## src/logic/instruction_field_decoder_pkg.sv

```systemverilog
package instruction_field_decoder_pkg;

  // ----------------------------------------------------------------
  // Word and field layout
  // ----------------------------------------------------------------
  localparam int unsigned insn_width = 14;
  localparam int unsigned data_width = 8;
  localparam int unsigned dest_bit = 7;
  localparam int unsigned file_lsb = 0;
  localparam int unsigned file_width = 7;
  localparam int unsigned bit_idx_lsb = 7;
  localparam int unsigned bit_idx_width = 3;
  localparam int unsigned lit8_width = 8;
  localparam int unsigned lit11_width = 11;
  localparam int unsigned lit7_width = 7;
  localparam int unsigned lit5_width = 5;
  localparam int unsigned lit9_width = 9;
  localparam int unsigned lit6_width = 6;
  localparam int unsigned ptr_sel_bit = 6;
  // Every literal field starts at bit 0
  localparam int unsigned lit_lsb = 0;
  // Lowest opcode bit of each instruction class
  localparam int unsigned class_lsb = 12;
  localparam int unsigned call_jump_lsb = 11;
  localparam int unsigned branch_lsb = 9;
  localparam int unsigned dec_op_lsb = 8;
  localparam int unsigned page_latch_lsb = 7;
  localparam int unsigned pointer_op_lsb = 7;
  localparam int unsigned bank_lsb = 5;

  // ----------------------------------------------------------------
  // Opcode patterns (upper bits above the operand field)
  // ----------------------------------------------------------------
  localparam logic [5:0] op_decrement_skip_if_zero = 6'h0b;
  localparam logic [7:0] op_dec_result_one = 8'h01;
  localparam logic [7:0] data_zero = 8'h00;
  localparam logic [1:0] class_byte = 2'h0;
  localparam logic [1:0] class_bit = 2'h1;
  localparam logic [1:0] class_literal = 2'h3;
  localparam logic [2:0] op_call_jump = 3'h2;
  localparam logic [6:0] op_load_page_latch_literal = 7'h63;
  localparam logic [8:0] op_load_bank_literal = 9'h001;
  localparam logic [4:0] op_relative_branch = 5'h19;
  localparam logic [6:0] op_offset_pointer = 7'h3e;

  // Execution sequencer states, Gray coded
  typedef enum logic [1:0] {
    st_run = 2'b00,
    st_skip = 2'b01
  } seq_state_type;

  // Destination of a result
  typedef enum logic {
    dest_accumulator = 1'b0,
    dest_file = 1'b1
  } dest_type;

endpackage : instruction_field_decoder_pkg

```

## src/logic/instruction_field_decoder.sv

```systemverilog
`timescale 1ns/1ps

// Overview of operation
// [RL1] Destination bit 0 selects accumulator, 1 selects the addressed file register.
// [RL2] Byte and bit instructions take the file address from bits 6 to 0.
// [RL3] Bit instructions take a 3-bit bit index from bits 9 to 7.
// [RL4] Literal and control instructions supply an 8-bit literal from bits 7 to 0.
// [RL5] Call and absolute jump supply an 11-bit target from bits 10 to 0.
// [RL6] Load page latch literal supplies a 7-bit value from bits 6 to 0.
// [RL7] Load bank literal supplies a 5-bit value from bits 4 to 0.
// [RL8] Relative branch supplies a 9-bit offset from bits 8 to 0.
// [RL9] Offset pointer instructions supply pointer select bit 6 and 6-bit offset.
// [RL10] Decrement-skip reads the register, subtracts one, leaves status flags alone.
// [RL11] Decrement-skip result goes to accumulator when d clear, register when set.
// [RL12] A zero result turns the next instruction into a no-operation cycle.
// [RL13] Instruction word is 14 bits; opcode bits above each field pick the layout.
module instruction_field_decoder #(
  parameter int unsigned insn_width = instruction_field_decoder_pkg::insn_width
) (
  input wire logic clk_sys,
  input wire logic srst,
  input wire logic insn_valid,
  input wire logic [insn_width-1:0] insn_word,
  input wire logic [7:0] file_rd_data,
  output logic [6:0] file_addr,
  output logic dest_select,
  output logic [2:0] bit_index,
  output logic [7:0] literal8,
  output logic [10:0] literal11,
  output logic [6:0] literal7,
  output logic [4:0] literal5,
  output logic [8:0] literal9,
  output logic [5:0] literal6,
  output logic pointer_select,
  output logic is_call_jump,
  output logic is_load_page_latch_literal,
  output logic is_load_bank_literal,
  output logic is_relative_branch,
  output logic is_offset_pointer,
  output logic is_byte_op,
  output logic is_bit_op,
  output logic is_literal_op,
  output logic dec_valid,
  output logic [7:0] dec_result,
  output logic dec_wr_accumulator,
  output logic dec_wr_file,
  output logic status_hold,
  output logic skip_active,
  output logic insn_squash
);

  // ----------------------------------------------------------------
  // Elaboration checks
  // ----------------------------------------------------------------
  // The field layout is fixed by the opcode map, so only 14 bits work
  if (insn_width != instruction_field_decoder_pkg::insn_width) begin : g_width_check
    $error("insn_width must be 14");
  end

  // Upper opcode bits above a field; used by the byte, bit, literal, call/jump and branch class tests
  function automatic logic [5:0] top_bits(input logic [13:0] w, input int unsigned lsb);
    logic [13:0] s;
    s = w >> lsb;
    return s[5:0];
  endfunction : top_bits

  // ----------------------------------------------------------------
  // Field decode registers
  // ----------------------------------------------------------------
  logic [6:0] file_addr_q, file_addr_d;
  logic dest_q, dest_d;
  logic [2:0] bit_index_q, bit_index_d;
  logic [7:0] lit8_q, lit8_d;
  logic [10:0] lit11_q, lit11_d;
  logic [6:0] lit7_q, lit7_d;
  logic [4:0] lit5_q, lit5_d;
  logic [8:0] lit9_q, lit9_d;
  logic [5:0] lit6_q, lit6_d;
  logic ptr_q, ptr_d;
  logic [7:0] class_q, class_d;

  // Fields are sliced on every valid word and held otherwise; class strobes pick which one is live
  always_comb begin
    file_addr_d = file_addr_q;
    dest_d = dest_q;
    bit_index_d = bit_index_q;
    lit8_d = lit8_q;
    lit11_d = lit11_q;
    lit7_d = lit7_q;
    lit5_d = lit5_q;
    lit9_d = lit9_q;
    lit6_d = lit6_q;
    ptr_d = ptr_q;
    class_d = '0;
    if (insn_valid) begin
      file_addr_d = insn_word[instruction_field_decoder_pkg::file_lsb
        +: instruction_field_decoder_pkg::file_width]; // see [RL2]
      dest_d = insn_word[instruction_field_decoder_pkg::dest_bit]; // see [RL1]
      bit_index_d = insn_word[instruction_field_decoder_pkg::bit_idx_lsb
        +: instruction_field_decoder_pkg::bit_idx_width]; // see [RL3]
      lit8_d = insn_word[instruction_field_decoder_pkg::lit_lsb
        +: instruction_field_decoder_pkg::lit8_width]; // see [RL4]
      lit11_d = insn_word[instruction_field_decoder_pkg::lit_lsb
        +: instruction_field_decoder_pkg::lit11_width]; // see [RL5]
      lit7_d = insn_word[instruction_field_decoder_pkg::lit_lsb
        +: instruction_field_decoder_pkg::lit7_width]; // see [RL6]
      lit5_d = insn_word[instruction_field_decoder_pkg::lit_lsb
        +: instruction_field_decoder_pkg::lit5_width]; // see [RL7]
      lit9_d = insn_word[instruction_field_decoder_pkg::lit_lsb
        +: instruction_field_decoder_pkg::lit9_width]; // see [RL8]
      lit6_d = insn_word[instruction_field_decoder_pkg::lit_lsb
        +: instruction_field_decoder_pkg::lit6_width]; // see [RL9]
      ptr_d = insn_word[instruction_field_decoder_pkg::ptr_sel_bit]; // see [RL9]
      // Layout chosen from opcode bits above each field, see [RL13]
      class_d[0] = top_bits(insn_word, instruction_field_decoder_pkg::class_lsb)
        == {4'h0, instruction_field_decoder_pkg::class_byte};
      class_d[1] = top_bits(insn_word, instruction_field_decoder_pkg::class_lsb)
        == {4'h0, instruction_field_decoder_pkg::class_bit};
      class_d[2] = top_bits(insn_word, instruction_field_decoder_pkg::class_lsb)
        == {4'h0, instruction_field_decoder_pkg::class_literal};
      class_d[3] = top_bits(insn_word, instruction_field_decoder_pkg::call_jump_lsb)
        == {3'h0, instruction_field_decoder_pkg::op_call_jump};
      class_d[4] = insn_word[insn_width-1:instruction_field_decoder_pkg::page_latch_lsb]
        == instruction_field_decoder_pkg::op_load_page_latch_literal;
      class_d[5] = insn_word[insn_width-1:instruction_field_decoder_pkg::bank_lsb]
        == instruction_field_decoder_pkg::op_load_bank_literal;
      class_d[6] = top_bits(insn_word, instruction_field_decoder_pkg::branch_lsb)
        == {1'h0, instruction_field_decoder_pkg::op_relative_branch};
      class_d[7] = insn_word[insn_width-1:instruction_field_decoder_pkg::pointer_op_lsb]
        == instruction_field_decoder_pkg::op_offset_pointer;
    end
  end

  // Registered so the datapath sees stable fields for a whole cycle
  always_ff @(posedge clk_sys) begin
    if (srst) begin
      file_addr_q <= '0;
      dest_q <= 1'b0;
      bit_index_q <= '0;
      lit8_q <= '0;
      lit11_q <= '0;
      lit7_q <= '0;
      lit5_q <= '0;
      lit9_q <= '0;
      lit6_q <= '0;
      ptr_q <= 1'b0;
      class_q <= '0;
    end else begin
      file_addr_q <= file_addr_d;
      dest_q <= dest_d;
      bit_index_q <= bit_index_d;
      lit8_q <= lit8_d;
      lit11_q <= lit11_d;
      lit7_q <= lit7_d;
      lit5_q <= lit5_d;
      lit9_q <= lit9_d;
      lit6_q <= lit6_d;
      ptr_q <= ptr_d;
      class_q <= class_d;
    end
  end

  // ----------------------------------------------------------------
  // Decrement and skip sequencer
  // ----------------------------------------------------------------
  instruction_field_decoder_pkg::seq_state_type state_q, state_d;
  logic dec_live;

  // Flag only on a live decrement-skip word that is not itself squashed
  always_comb begin
    dec_live = 1'b0;
    if (insn_valid && state_q == instruction_field_decoder_pkg::st_run) begin
      dec_live = insn_word[insn_width-1:instruction_field_decoder_pkg::dec_op_lsb]
        == instruction_field_decoder_pkg::op_decrement_skip_if_zero;
    end
  end

  // A zero result turns the following fetch into a no-operation slot
  always_comb begin
    state_d = state_q;
    case (state_q)
      instruction_field_decoder_pkg::st_run: begin
        // A contents of one decrements to zero; cheaper than testing the result
        if (dec_live && file_rd_data == instruction_field_decoder_pkg::op_dec_result_one) begin
          state_d = instruction_field_decoder_pkg::st_skip; // see [RL12]
        end
      end
      instruction_field_decoder_pkg::st_skip: begin
        if (insn_valid) begin
          state_d = instruction_field_decoder_pkg::st_run;
        end
      end
      default: state_d = instruction_field_decoder_pkg::st_run;
    endcase
  end

  always_ff @(posedge clk_sys) begin
    if (srst) begin
      state_q <= instruction_field_decoder_pkg::st_run;
    end else begin
      state_q <= state_d;
    end
  end

  // Decrement result is combinational: the file read arrives the same cycle
  always_comb begin
    dec_valid = dec_live;
    dec_result = file_rd_data - instruction_field_decoder_pkg::op_dec_result_one; // see [RL10]
    dec_wr_accumulator = dec_live && (insn_word[instruction_field_decoder_pkg::dest_bit]
      == instruction_field_decoder_pkg::dest_accumulator); // see [RL11]
    dec_wr_file = dec_live && (insn_word[instruction_field_decoder_pkg::dest_bit]
      == instruction_field_decoder_pkg::dest_file); // see [RL11]
    status_hold = dec_live; // see [RL10]
    insn_squash = insn_valid && state_q == instruction_field_decoder_pkg::st_skip; // see [RL12]
  end

  // ----------------------------------------------------------------
  // Outputs
  // ----------------------------------------------------------------
  assign file_addr = file_addr_q;
  assign dest_select = dest_q;
  assign bit_index = bit_index_q;
  assign literal8 = lit8_q;
  assign literal11 = lit11_q;
  assign literal7 = lit7_q;
  assign literal5 = lit5_q;
  assign literal9 = lit9_q;
  assign literal6 = lit6_q;
  assign pointer_select = ptr_q;
  assign is_byte_op = class_q[0];
  assign is_bit_op = class_q[1];
  assign is_literal_op = class_q[2];
  assign is_call_jump = class_q[3];
  assign is_load_page_latch_literal = class_q[4];
  assign is_load_bank_literal = class_q[5];
  assign is_relative_branch = class_q[6];
  assign is_offset_pointer = class_q[7];
  assign skip_active = state_q == instruction_field_decoder_pkg::st_skip;

endmodule : instruction_field_decoder

```

## config.mk

```make
export PLATFORM = sky130hd
export DESIGN_NAME = instruction_field_decoder
export DESIGN_NICKNAME = d
export VERILOG_FILES = /design/src/logic/instruction_field_decoder_pkg.sv /design/src/logic/instruction_field_decoder.sv
export SDC_FILE = /design/constraint.sdc
export NUM_CORES = 1
export LEC_CHECK = 0
export ABC_AREA = 1
export BUFFER_PORTS_ARGS = -buffer_cell sky130_fd_sc_hd__buf_2
export CORE_MARGIN = 5
export CORE_UTILIZATION = 40
export CTS_BUF_LIST = sky130_fd_sc_hd__clkbuf_8
export CTS_CLUSTER_SIZE = 28
export DETAILED_ROUTE_END_ITERATION = 8
export PLACE_DENSITY = 0.82
export SLEW_MARGIN = 15
export SYNTH_ARGS = -nofsm -noshare
export SYNTH_HDL_FRONTEND = slang
export SYNTH_SLANG_ARGS = --single-unit
```

## constraint.sdc

```tcl
create_clock -name clk_sys -period 1.82 [get_ports clk_sys]
set_input_delay 0 -clock clk_sys [delete_from_list [all_inputs] [get_ports clk_sys]]
set_output_delay 0 -clock clk_sys [all_outputs]
set_load 0.02 [all_outputs]
```

# After elaboration in Yosys (flattened, before gate mapping)
# Index checks and enable logic that the tools add are counted.
[totals] word_cells=39 input_bits=25 register_bits=61
[op_classes] n_bitwise=2 reduce_logical=9 n_eq_ne=12 mux=4 n_addsub=1
[op_table] cell="== test 9 x 1 -> 1 bit (second input constant)" count=1
[op_table] cell="== test 8 x 1 -> 1 bit (second input constant)" count=1
[op_table] cell="subtractor 8 x 1 -> 8 bit (second input constant)" count=1
[op_table] cell="== test 7 x 6 -> 1 bit (second input constant)" count=1
[op_table] cell="== test 7 bit (second input constant)" count=1
[op_table] cell="== test 6 x 4 -> 1 bit (second input constant)" count=1
[op_table] cell="logical NOT 6 bit" count=1
[op_table] cell="== test 5 bit (second input constant)" count=1
[op_table] cell="logical AND 1 bit" count=5
[op_table] cell="== test 2 x 1 -> 1 bit (second input constant)" count=2
[op_table] cell="2-to-1 mux 2 bit" count=2
[op_table] cell="case mux 2 bit (2 select lines)" count=1
[op_table] cell="== test 3 x 2 -> 1 bit (second input constant)" count=1
[op_table] cell="== test 2 bit (second input constant)" count=1
[op_table] cell="logical NOT 2 bit" count=1
[op_table] cell="!= test 2 x 1 -> 1 bit (second input constant)" count=1
[op_table] cell="!= test 2 bit (second input constant)" count=1
[op_table] cell="NOT 1 bit" count=2
[op_table] cell="AND reduction 2 bit" count=1
[op_table] cell="OR reduction 2 bit" count=1
[op_table] cell="2-to-1 mux 1 bit" count=1

# Longest topological paths before layout
# Gate-level depths: netlist of the first run.
[logic_depth] ltp_word=6 depth_mapped=7 mapped_depth_nobuf=6

# Worst setup path after synthesis of the first run
# OpenSTA, ideal clock, no wires.
[synth_timing] kind="register to output" from="reg state_q[0]" to="out dec_wr_accumulator" n_path_buf=0 slack_ps=721 path_stages_with_launch=6 arrival_ps=1099 cell_sequence="dfxtp_1 -> nor2_1 -> nand2_1 -> nor2_4 -> inv_2 -> nor2_1"
[synth_via] elab_chain_cells=4
[synth_rtl] item="from (decl)" line="instruction_field_decoder.sv:166" rtl="instruction_field_decoder_pkg::seq_state_type state_q, state_d;"
[synth_rtl] item="from (signal assigned)" line="instruction_field_decoder.sv:199" rtl="state_q <= instruction_field_decoder_pkg::st_run;"
[synth_rtl] item="from (signal assigned)" line="instruction_field_decoder.sv:201" rtl="state_q <= state_d;"
[synth_rtl] item="logical NOT 2 bit" line="instruction_field_decoder.sv:172" rtl="if (insn_valid && state_q == instruction_field_decoder_pkg::st_run) begin"
[synth_rtl] item="logical AND 1 bit" line="instruction_field_decoder.sv:172"
[synth_rtl] item="2-to-1 mux 1 bit" line="instruction_field_decoder.sv:172"
[synth_rtl] item="net dec_valid" line="instruction_field_decoder.sv:43" rtl="output logic dec_valid,"
[synth_rtl] item="logical AND 1 bit" line="instruction_field_decoder.sv:209" rtl="dec_wr_accumulator = dec_live && (insn_word[instruction_field_decoder_pkg::dest_bit]"
[synth_rtl] item="to (decl)" line="instruction_field_decoder.sv:45" rtl="output logic dec_wr_accumulator,"
# The timed path passes the listed nets, and every way through them passes these cells.

# Worst setup path after layout of the first run
[layout_timing] from="in insn_word[11]" to="out dec_wr_accumulator"
[layout_via] elab_chain_cells=3
[layout_rtl] item="from (decl)" line="instruction_field_decoder.sv:23" rtl="input wire logic [insn_width-1:0] insn_word,"
[layout_rtl] item="== test 6 x 4 -> 1 bit" line="instruction_field_decoder.sv:174" rtl="== instruction_field_decoder_pkg::op_decrement_skip_if_zero;"
[layout_rtl] item="2-to-1 mux 1 bit" line="instruction_field_decoder.sv:172"
[layout_rtl] item="logical AND 1 bit" line="instruction_field_decoder.sv:209"
# No other way between the ends.

==> flow_summary.ini, run 1 <==
[drt]
routedWlPerCell_um = 11.0
drt_wl_total_um = 3100
num_vias = 1183
dr.pass1.iters = 4
drt_iter0_drc = 53
viasPerCell = 4.21
drcViolationCount = 0
ant_nets = 0

[die]
rows = 20
design.die.area_um2 = 4430
initial_utilization = 0.419
die_h_um = 66.5
coreArea_um2 = 3050
io_pins = 105
die_x_um = 66.5

[grt]
grt_pass1_vias = 1139
gr-usage-all-layers = 0.139
grt_pass1_wl_um = 4880
overflow = 0
grt.busiest_layer = met2
use_met1 = 0.151
use_met3 = 0.0202
grt_start_max_net_pins = 18
grt_antenna_before_repair = 0
grtUsageMet2 = 0.262

[synth]
async_flop_share = 0
yosys.area.top_type = dfxtp_1
synth_ff_type = dfxtp_1
synth_top_area_frac = 0.313
synth_edf_count = 0
ys_seq_area_frac = 0.313
yosysWarnings = 0
synth_fp_nets = 199
ys_ff_latch = 20
syn_avg_cell_area_um2 = 7.43
syn_inst = 172
synth_area_leaders = dfxtp_1 (31%), buf_4 (28%), nor2_1 (8.2%)
synth_cell_types = 26
synth_common_cells = buf_4 (48), nor2_1 (28), dfxtp_1 (20)
yosys.cell_count.top_type = buf_4
syn-cell-area_um2 = 1280

[min_path]
worstHoldPathType = primary input to register
hold_start = insn_word[10]

[power_and_ir_drop]
p_total_uw = 1160
power.density_nw_per_um2 = 720
p_leak_uw = 0.000978
peakVddDrop_mv = 0.250

[job]
cap_violations = 0

[place]
io_buffers = 104
pre_cts_slack_ns = 0.887
hpwl_um = 2530
gp_congestion = 0.872
dpl_cell_area_um2 = 1470

[final_layout]
finalNetCount = 265
drive_above_1_share = 0.498
final_core_util = 0.527
n_antenna_cell = 0
area_delta_synth_final_pct = 25.7
stdcell_area_um2 = 1610

[timing]
finalWorstSetupSlack_ns = 0.505
period_minus_slack_ns = 1.32
rsz0062_at_grt = no
finalClockSkew_ns = 0
hold_viol = 0
tightest_slew_ns = 0.301
maxSlewViolCount = 0
setup_viol = 0
max-slew-margin-rel = 0.799
fin_tns_setup_ns = 0
post-route-period-util = 0.723
fmax_mhz = 760

[clocking]
cts_root_buf = clkbuf_8
clockBufferDepth = 2
ctsHtreeMaxLevel = 1
cts_tree = done
post_cts_resized = 0
worstSkewPairLatency_ns = 0.25
cts_buffers = 3
cts_sinks = 20
clk_pin_slew_worst_paths_ns = 0.07

[setup_path]
crit_path_start_kind = primary input
r2r_slack_ns = 0.91
setup.worst_path.end_class = output pin
cp.required_ns = 1.82
worstReg2RegStart = state_q[0]
cp.arrival_ns = 1.32
crit_fanout = 4
cp-startpoint = insn_word[11]
worstSetupPathType = primary input to output pin

[run_status]
status = finished clean
sequential cells by signal (all words and copies together), names as in the netlist:
signal / flops
class_q: 8
literal8: 7
bit_index: 2
literal11: 2
state_q: 1
power breakdown:
group	internal [uW]	switching (uW)
Combinational	121	234
Clock	192	135
Sequential	457	19.9
cell families (layout without fill, tap and decap cells):
kind of cell / Yosys count / in the layout / synth area share
simple gates: 59 / 59 / 0.210
flops: 20 / 20 / 0.313
compound gates: 16 / 16 / 0.0656
fa+ha+maj: 2 / 2 / 0.0196
xor+xnor: 5 / 5 / 0.0342
buf+inv: 70 / 135 / 0.357
worst max-delay path, stage by stage:
cell           delay [ns]
dlygate4sd3_1        0.52
buf_2                0.15
inv_2                0.05
nor2_1               0.08
nand2_1              0.09
nor2_4               0.13
inv_2                0.04
nor2_1               0.08
buf_2                0.17
final cells by class:
| cell class | count | area (um^2) |
|---|---|---|
| clock buffers | 4 | 55.1 |
| fillers | 322 | 1450 |
| inverters | 19 | 75.1 |
| multi-input cells | 82 | 422 |
| flip-flops and latches | 20 | 400 |
| well taps | 44 | 55.1 |
| repair buffers | 112 | 601 |
what timing repair did:
item | 4_1_cts | 5_1_grt
hold endpoints to repair | 9 | 0
hold buffers | 8 | 0
setup buffers | 0 | 0
final timing paths:
| kind | end | depth (start not counted) |
|---|---|---|
| min reg2reg | bit_index[1] | 2 |
| min | class_q[7] | 3 |
| max reg2reg | state_q[0] | 5 |
| max | dec_wr_accumulator | 9 |
layout by cell type, fill, tap and decap left out:
cell type	netlist	routed
nor3_1	3	3
inv_1	15	15
inv_4	1	1
clkbuf_8	0	4
o21ai_0	10	10
clkinv_2	1	1
xnor2_1	1	1
ha_1	2	2
nor2_4	2	2
buf_2	1	104
nand3b_1	1	1
nor2_1	28	28
dfxtp_1	20	20
dlygate4sd3_1	0	8
a21oi_1	5	5
nand2_4	1	1
nand3_1	4	4
nand4_1	2	2
inv_2	2	2
and3_1	1	1
nor2_2	1	1
a21oi_2	1	1
xor2_1	4	4
nand2_1	15	15
nand2_2	1	1
routing by layer:
layer / share of wire / vias to the layer above / wire [um]
met5: 0 / - / 0
met1: 0.37 / 505 / 1140
met4: 0.015 / 0 / 48
li1: - / 609 / -
met2: 0.50 / 65 / 1560
met3: 0.11 / 4 / 353
stage by stage:
stage	hold WS [ns]	cells
global placement	0.221	269
detailed placement	0.227	269
CTS	0.00948	281
floorplan	0.0624	172
global route	0.0204	281
finish	0.0165	281
No activity file was read; power rests on OpenSTA's default activity.
==> run 2: changes to the inputs <==
- CORE_UTILIZATION: 40 -> 36
- PLACE_DENSITY: 0.82 -> 0.78
- clock period: 1.82 -> 1.2 ns (I/O delays scaled with it)
==> flow_summary.ini, run 2 (synthesis gave the netlist of run 1 again) <==
[setup_path]
critPathBufInv = 2
rr_worst_depth = 5
crit_family = simple AND/OR/NAND/NOR gates
crit_chain = nor2_1 > nand2_1 > nor2_4 > inv_2 > nor2_1 > buf_4
worstReg2RegStart = state_q[0]
slowest_delay_ns = 0.34
worstSetupPathType = register to output pin
crit_fanout = 4
cp.arrival_ns = 1.21
crit_path_start_kind = register
slowest_stage = dfxtp_2
r2r-end = state_q[0]
setup.worst_path.end_class = output pin
r2r_slack_ns = 0.30
cp.required_ns = 1.20
cp_common_cell = nor2_1

[timing]
fin_hold_ws_ns = 0.00848
rsz0062_at_grt = yes
max-slew-margin-rel = 0.808
finalClockSkew_ns = 0
post-route-period-util = 1.01
hold_viol = 0
period_minus_slack_ns = 1.21
tightest_slew_ns = 0.288
maxSlewViolCount = 0
finalWorstSetupSlack_ns = -0.00752
setup_viol = 1
fmax_mhz = 828
fin_tns_setup_ns = -0.00752

[grt]
grt_start_max_net_pins = 13
grt_antenna_before_repair = 0
grt_pass1_wl_um = 5380
overflow = 0
grt_pass1_vias = 1186
gr-usage-all-layers = 0.134

[place]
pre_cts_slack_ns = 0.287
io_buffers = 104
gp_congestion = 0.822
hpwl_um = 2640
dpl_cell_area_um2 = 1480

[drt]
num_vias = 1220
routed-wl-met3_um = 416
dr.pass1.iters = 4
dr_wl_met2_um = 1550
drt_wl_total_um = 3240
ant_nets = 0
drt_iter0_drc = 18
routedWlPerCell_um = 11.4
viasPerCell = 4.30
top_layer_used = met4
wl_met1_um = 1250
drcViolationCount = 0

[final_layout]
drive_above_1_share = 0.508
register_area_um2 = 402
area_delta_synth_final_pct = 28.5
stdcell_area_um2 = 1640
layout_common_cells = buf_2 (102), nor2_1 (27), dfxtp_1 (19), inv_1 (15), nand2_1 (15)
finalNetCount = 266
final_common_cell = buf_2
multi_input_area_um2 = 424
nFillCells = 327
regMostFlops = class_q
largest_register_ffs = 8
n_antenna_cell = 0
final_core_util = 0.485

[run_status]
status = finished, violations left
violations = negative setup slack

[die]
coreArea_um2 = 3390
rows = 21
die_h_um = 69.6
initial_utilization = 0.377
design.die.area_um2 = 4840
die_x_um = 69.6
io_pins = 105

[min_path]
holdPathEnd = class_q[2]
min_path_cells = 3
hold_start = insn_word[12]
worstHoldPathType = primary input to register

[clocking]
cts_root_buf = clkbuf_8
worstSkewPairLatency_ns = 0.26
cts_buffers = 3
cts_tree = done
cts_sinks = 20
ctsHtreeMaxLevel = 1
clk_pin_slew_worst_paths_ns = 0.08
post-cts-setup-buffer-count = 0
clockBufferDepth = 2

[power_and_ir_drop]
power.density_nw_per_um2 = 1180
peakVddDrop_mv = 0.509
p_leak_uw = 0.000989

[job]
cap_violations = 0
## run 2: cell types whose count changed in the layout (fill, tap and decap cells not counted), sizes merged
cell / change
buf: +1
bufinv: +1
clkbuf: -1
## run 2: report_power, final
| part | leakage (uW) | internal [uW] | switching, uW |
|---|---|---|---|
| Clock | 0.0000357 | 445 | 226 |
| Sequential | 0.000165 | 692 | 30.3 |
| Combinational | 0.000788 | 186 | 357 |
## run 2: repair_timing
item                                    4_1_cts  5_1_grt
pin swaps                                     0        2
gates resized for setup                       2        2
endpoints found under the setup margin        2        2
hold endpoints to repair                      9        0
hold buffers                                  8        0
## run 2: worst max path at each step
stage	start	end	slack, ns	cells after the start
floorplan	state_q[0]	dec_wr_accumulator	0.10	5
detailed placement	state_q[0]	dec_wr_file	0.29	6
global placement	state_q[0]	dec_wr_accumulator	0.32	6
finish	state_q[0]	dec_wr_accumulator	-0.008	6
CTS	state_q[0]	dec_wr_accumulator	0.001	6
global route	state_q[0]	dec_wr_file	-0.08	6
## run 2: metrics by stage
step           std cells  power [uW]
2_1_floorplan        172        1190
3_3_place_gp         272        1260
3_5_place_dp         272        1270
4_1_cts              284        1960
5_1_grt              284        2040
6_report             284        1940
## run 2: layer usage
metal  track usage  up-vias
li1              -      609
met1         0.136      535
met2         0.246       72
met3        0.0652        4
met4        0.0325        0
met5             0        -
## run 2: layout make-up
type                       instances  area share
timing repair buffer             113       0.373
sequential                        20       0.244
tap                               46      0.0350
clock buffer                       3      0.0251
multi-input combinational         82       0.258
clock inverter                     1      0.0183
inverter                          19      0.0457
## run 2: worst min-delay path, cell delays in order
cell     delay, ns
buf_2         0.12
nand2_1       0.08
nor2_2        0.04
==> run 3: changes to the inputs <==
- ABC_AREA: 1 -> not set
- CORE_UTILIZATION: 36 -> 35
==> flow_summary.ini, run 3 <==
[run_status]
status = finished, violations left
violations = negative setup slack

[setup_path]
cp.required_ns = 1.20
worstSetupPathType = register to output pin
crit_chain = or4_4 > nor2_4 > and2_4 > buf_6
crit_fanout = 3
setup.worst_path.end_class = output pin
cp.arrival_ns = 1.40
slowest_stage = or4_4
rr_worst_depth = 5
crit_path_start_kind = register
slowest_delay_ns = 0.44

[synth]
synth_cell_types = 24
yosys.cell_count.top_type = buf_4
synth_compound_area_frac = 0.00823
async_flop_share = 0
syn_inst = 136
yosysWarnings = 0
muxShareOfSynthArea = 0.0905
synth_top_family_by_area = buffers and inverters
ys_ff_latch = 20
syn-cell-area_um2 = 1220
synth-simple-area-share = 0.185
ys_seq_area_frac = 0.329
synth_fp_nets = 163
synth_top_area_frac = 0.329
synth_area_leaders = dfxtp_1 (33%), buf_4 (30%), mux2i_1 (9.1%)
syn_avg_cell_area_um2 = 8.94
synthAdderAreaFrac = 0.0206
synth_ff_type = dfxtp_1
yosys.area.top_type = dfxtp_1
synth_common_cells = buf_4 (48), dfxtp_1 (20), nor2_1 (17)
synth_xor_area_frac = 0.0432
synth_edf_count = 0

[place]
gp_congestion = 0.714
dpl_cell_area_um2 = 1460
pre_cts_slack_ns = -0.000609
io_buffers = 104
hpwl_um = 2390
placed_cells = 239

[die]
coreArea_um2 = 3360
initial_utilization = 0.362
io_pins = 105
rows = 21
die_x_um = 68.9
die_h_um = 68.9
design.die.area_um2 = 4750

[clocking]
cts_buffers = 3
clockBufferDepth = 2
clk_pin_slew_worst_paths_ns = 0.07
worstSkewPairLatency_ns = 0.25
cts_tree = done
cts_root_buf = clkbuf_8
cts_sinks = 20
ctsHtreeMaxLevel = 1

[final_layout]
final_common_cell = buf_2
multi_input_area_um2 = 430
regMostFlops = class_q
finalNetCount = 235
stdcell_area_um2 = 1640
drive_above_1_share = 0.580
layout.cells.non_filler = 253
register_area_um2 = 402
largest_register_ffs = 8
nFillCells = 352
n_antenna_cell = 0
area_delta_synth_final_pct = 34.9
layout_common_cells = buf_2 (101), dfxtp_1 (19), nor2_1 (17), mux2i_1 (11), dlygate4sd3_1 (8)

[grt]
grt_pass1_vias = 1088
grt_start_max_net_pins = 16
overflow = 0
grt_pass1_wl_um = 4680
grt_antenna_before_repair = 0
gr-usage-all-layers = 0.130

[timing]
setup_viol = 5
fin_hold_ws_ns = 0.0124
max-slew-margin-rel = 0.735
hold_viol = 0
post-route-period-util = 1.17
rsz0062_at_grt = yes
period_minus_slack_ns = 1.40
maxSlewViolCount = 0
tightest_slew_ns = 0.395
finalWorstSetupSlack_ns = -0.199
finalClockSkew_ns = 0
fin_tns_setup_ns = -0.738
fmax_mhz = 715

[power_and_ir_drop]
power.density_nw_per_um2 = 1140
p_leak_uw = 0.000979
peakVddDrop_mv = 0.678

[min_path]
min_path_cells = 3
worstHoldPathType = primary input to register

[drt]
num_vias = 1094
drt_wl_total_um = 2990
routedWlPerCell_um = 11.8
drt_iter0_drc = 31
ant_nets = 0
viasPerCell = 4.32
dr.pass1.iters = 2
drcViolationCount = 0

[job]
cap_violations = 0
[run 3: cell count changes in the layout (fill, tap and decap cells not counted), sizes merged, moves of 6 or more]
cell	previous run	this run
nand2	17	2
inv	18	5
nor2	31	18
mux2i	0	11
o21ai	10	0
a21oi	6	0
[run 3: kinds of logic (layout without fill, tap and decap cells)]
family / after synthesis / after routing
mux: 11 / 11
fa+ha+maj: 2 / 2
flops: 20 / 20
xor+xnor: 6 / 6
buf+inv: 56 / 127
simple gates: 40 / 40
compound gates: 1 / 1
[run 3: what timing repair did]
action | 4_1_cts | 5_1_grt
cloned | 0 | 0
setup buffers | 2 | 0
gates resized for setup | 6 | 0
setup endpoints to repair | 4 | 5
hold buffers | 8 | 0
pin swaps | 1 | 1
hold endpoints to repair | 8 | 0
[run 3: metal layers]
metal,track usage,up-vias,routed length (um)
met5,0,-,0
met4,0.0219,0,10
met3,0.0648,2,457
met2,0.236,71,1370
met1,0.137,484,1150
li1,-,537,-
[run 3: worst max-delay path, delay by kind of cell, from the launching register on]
kind	cells	cell delay [ns]
flops	1	0.32
buf+inv	1	0.11
simple gates	3	0.71
[run 3: per-stage QoR]
step	total power [uW]	utilization
6_report	1870	0.488
5_1_grt	1990	0.488
2_1_floorplan	1120	-
3_3_place_gp	1210	0.433
3_5_place_dp	1210	0.433
4_1_cts	1910	0.488
[run 3: final timing paths]
check / start / to / slack, ns
hold / removal: insn_word[6] / literal8[6] / 0.01
setup reg to reg: state_q[0] / state_q[0] / -0.11
setup / recovery: state_q[0] / dec_wr_file / -0.20
hold reg to reg: literal11[10] / literal11[10] / 0.51
[run 3: layout make-up]
class	count	area share
Inverter	5	0.0114
Multi-Input combinational cell	60	0.262
Sequential cell	20	0.245
Tap cell	46	0.0351
Clock buffer	3	0.0252
Clock inverter	1	0.0183
Timing Repair Buffer	118	0.403
[run 3: power breakdown]
group | switching [uW] | internal (uW) | total (uW)
Sequential | 26.4 | 689 | 715
Combinational | 312 | 183 | 495
Clock | 219 | 445 | 664
Total | 557 | 1320 | 1870
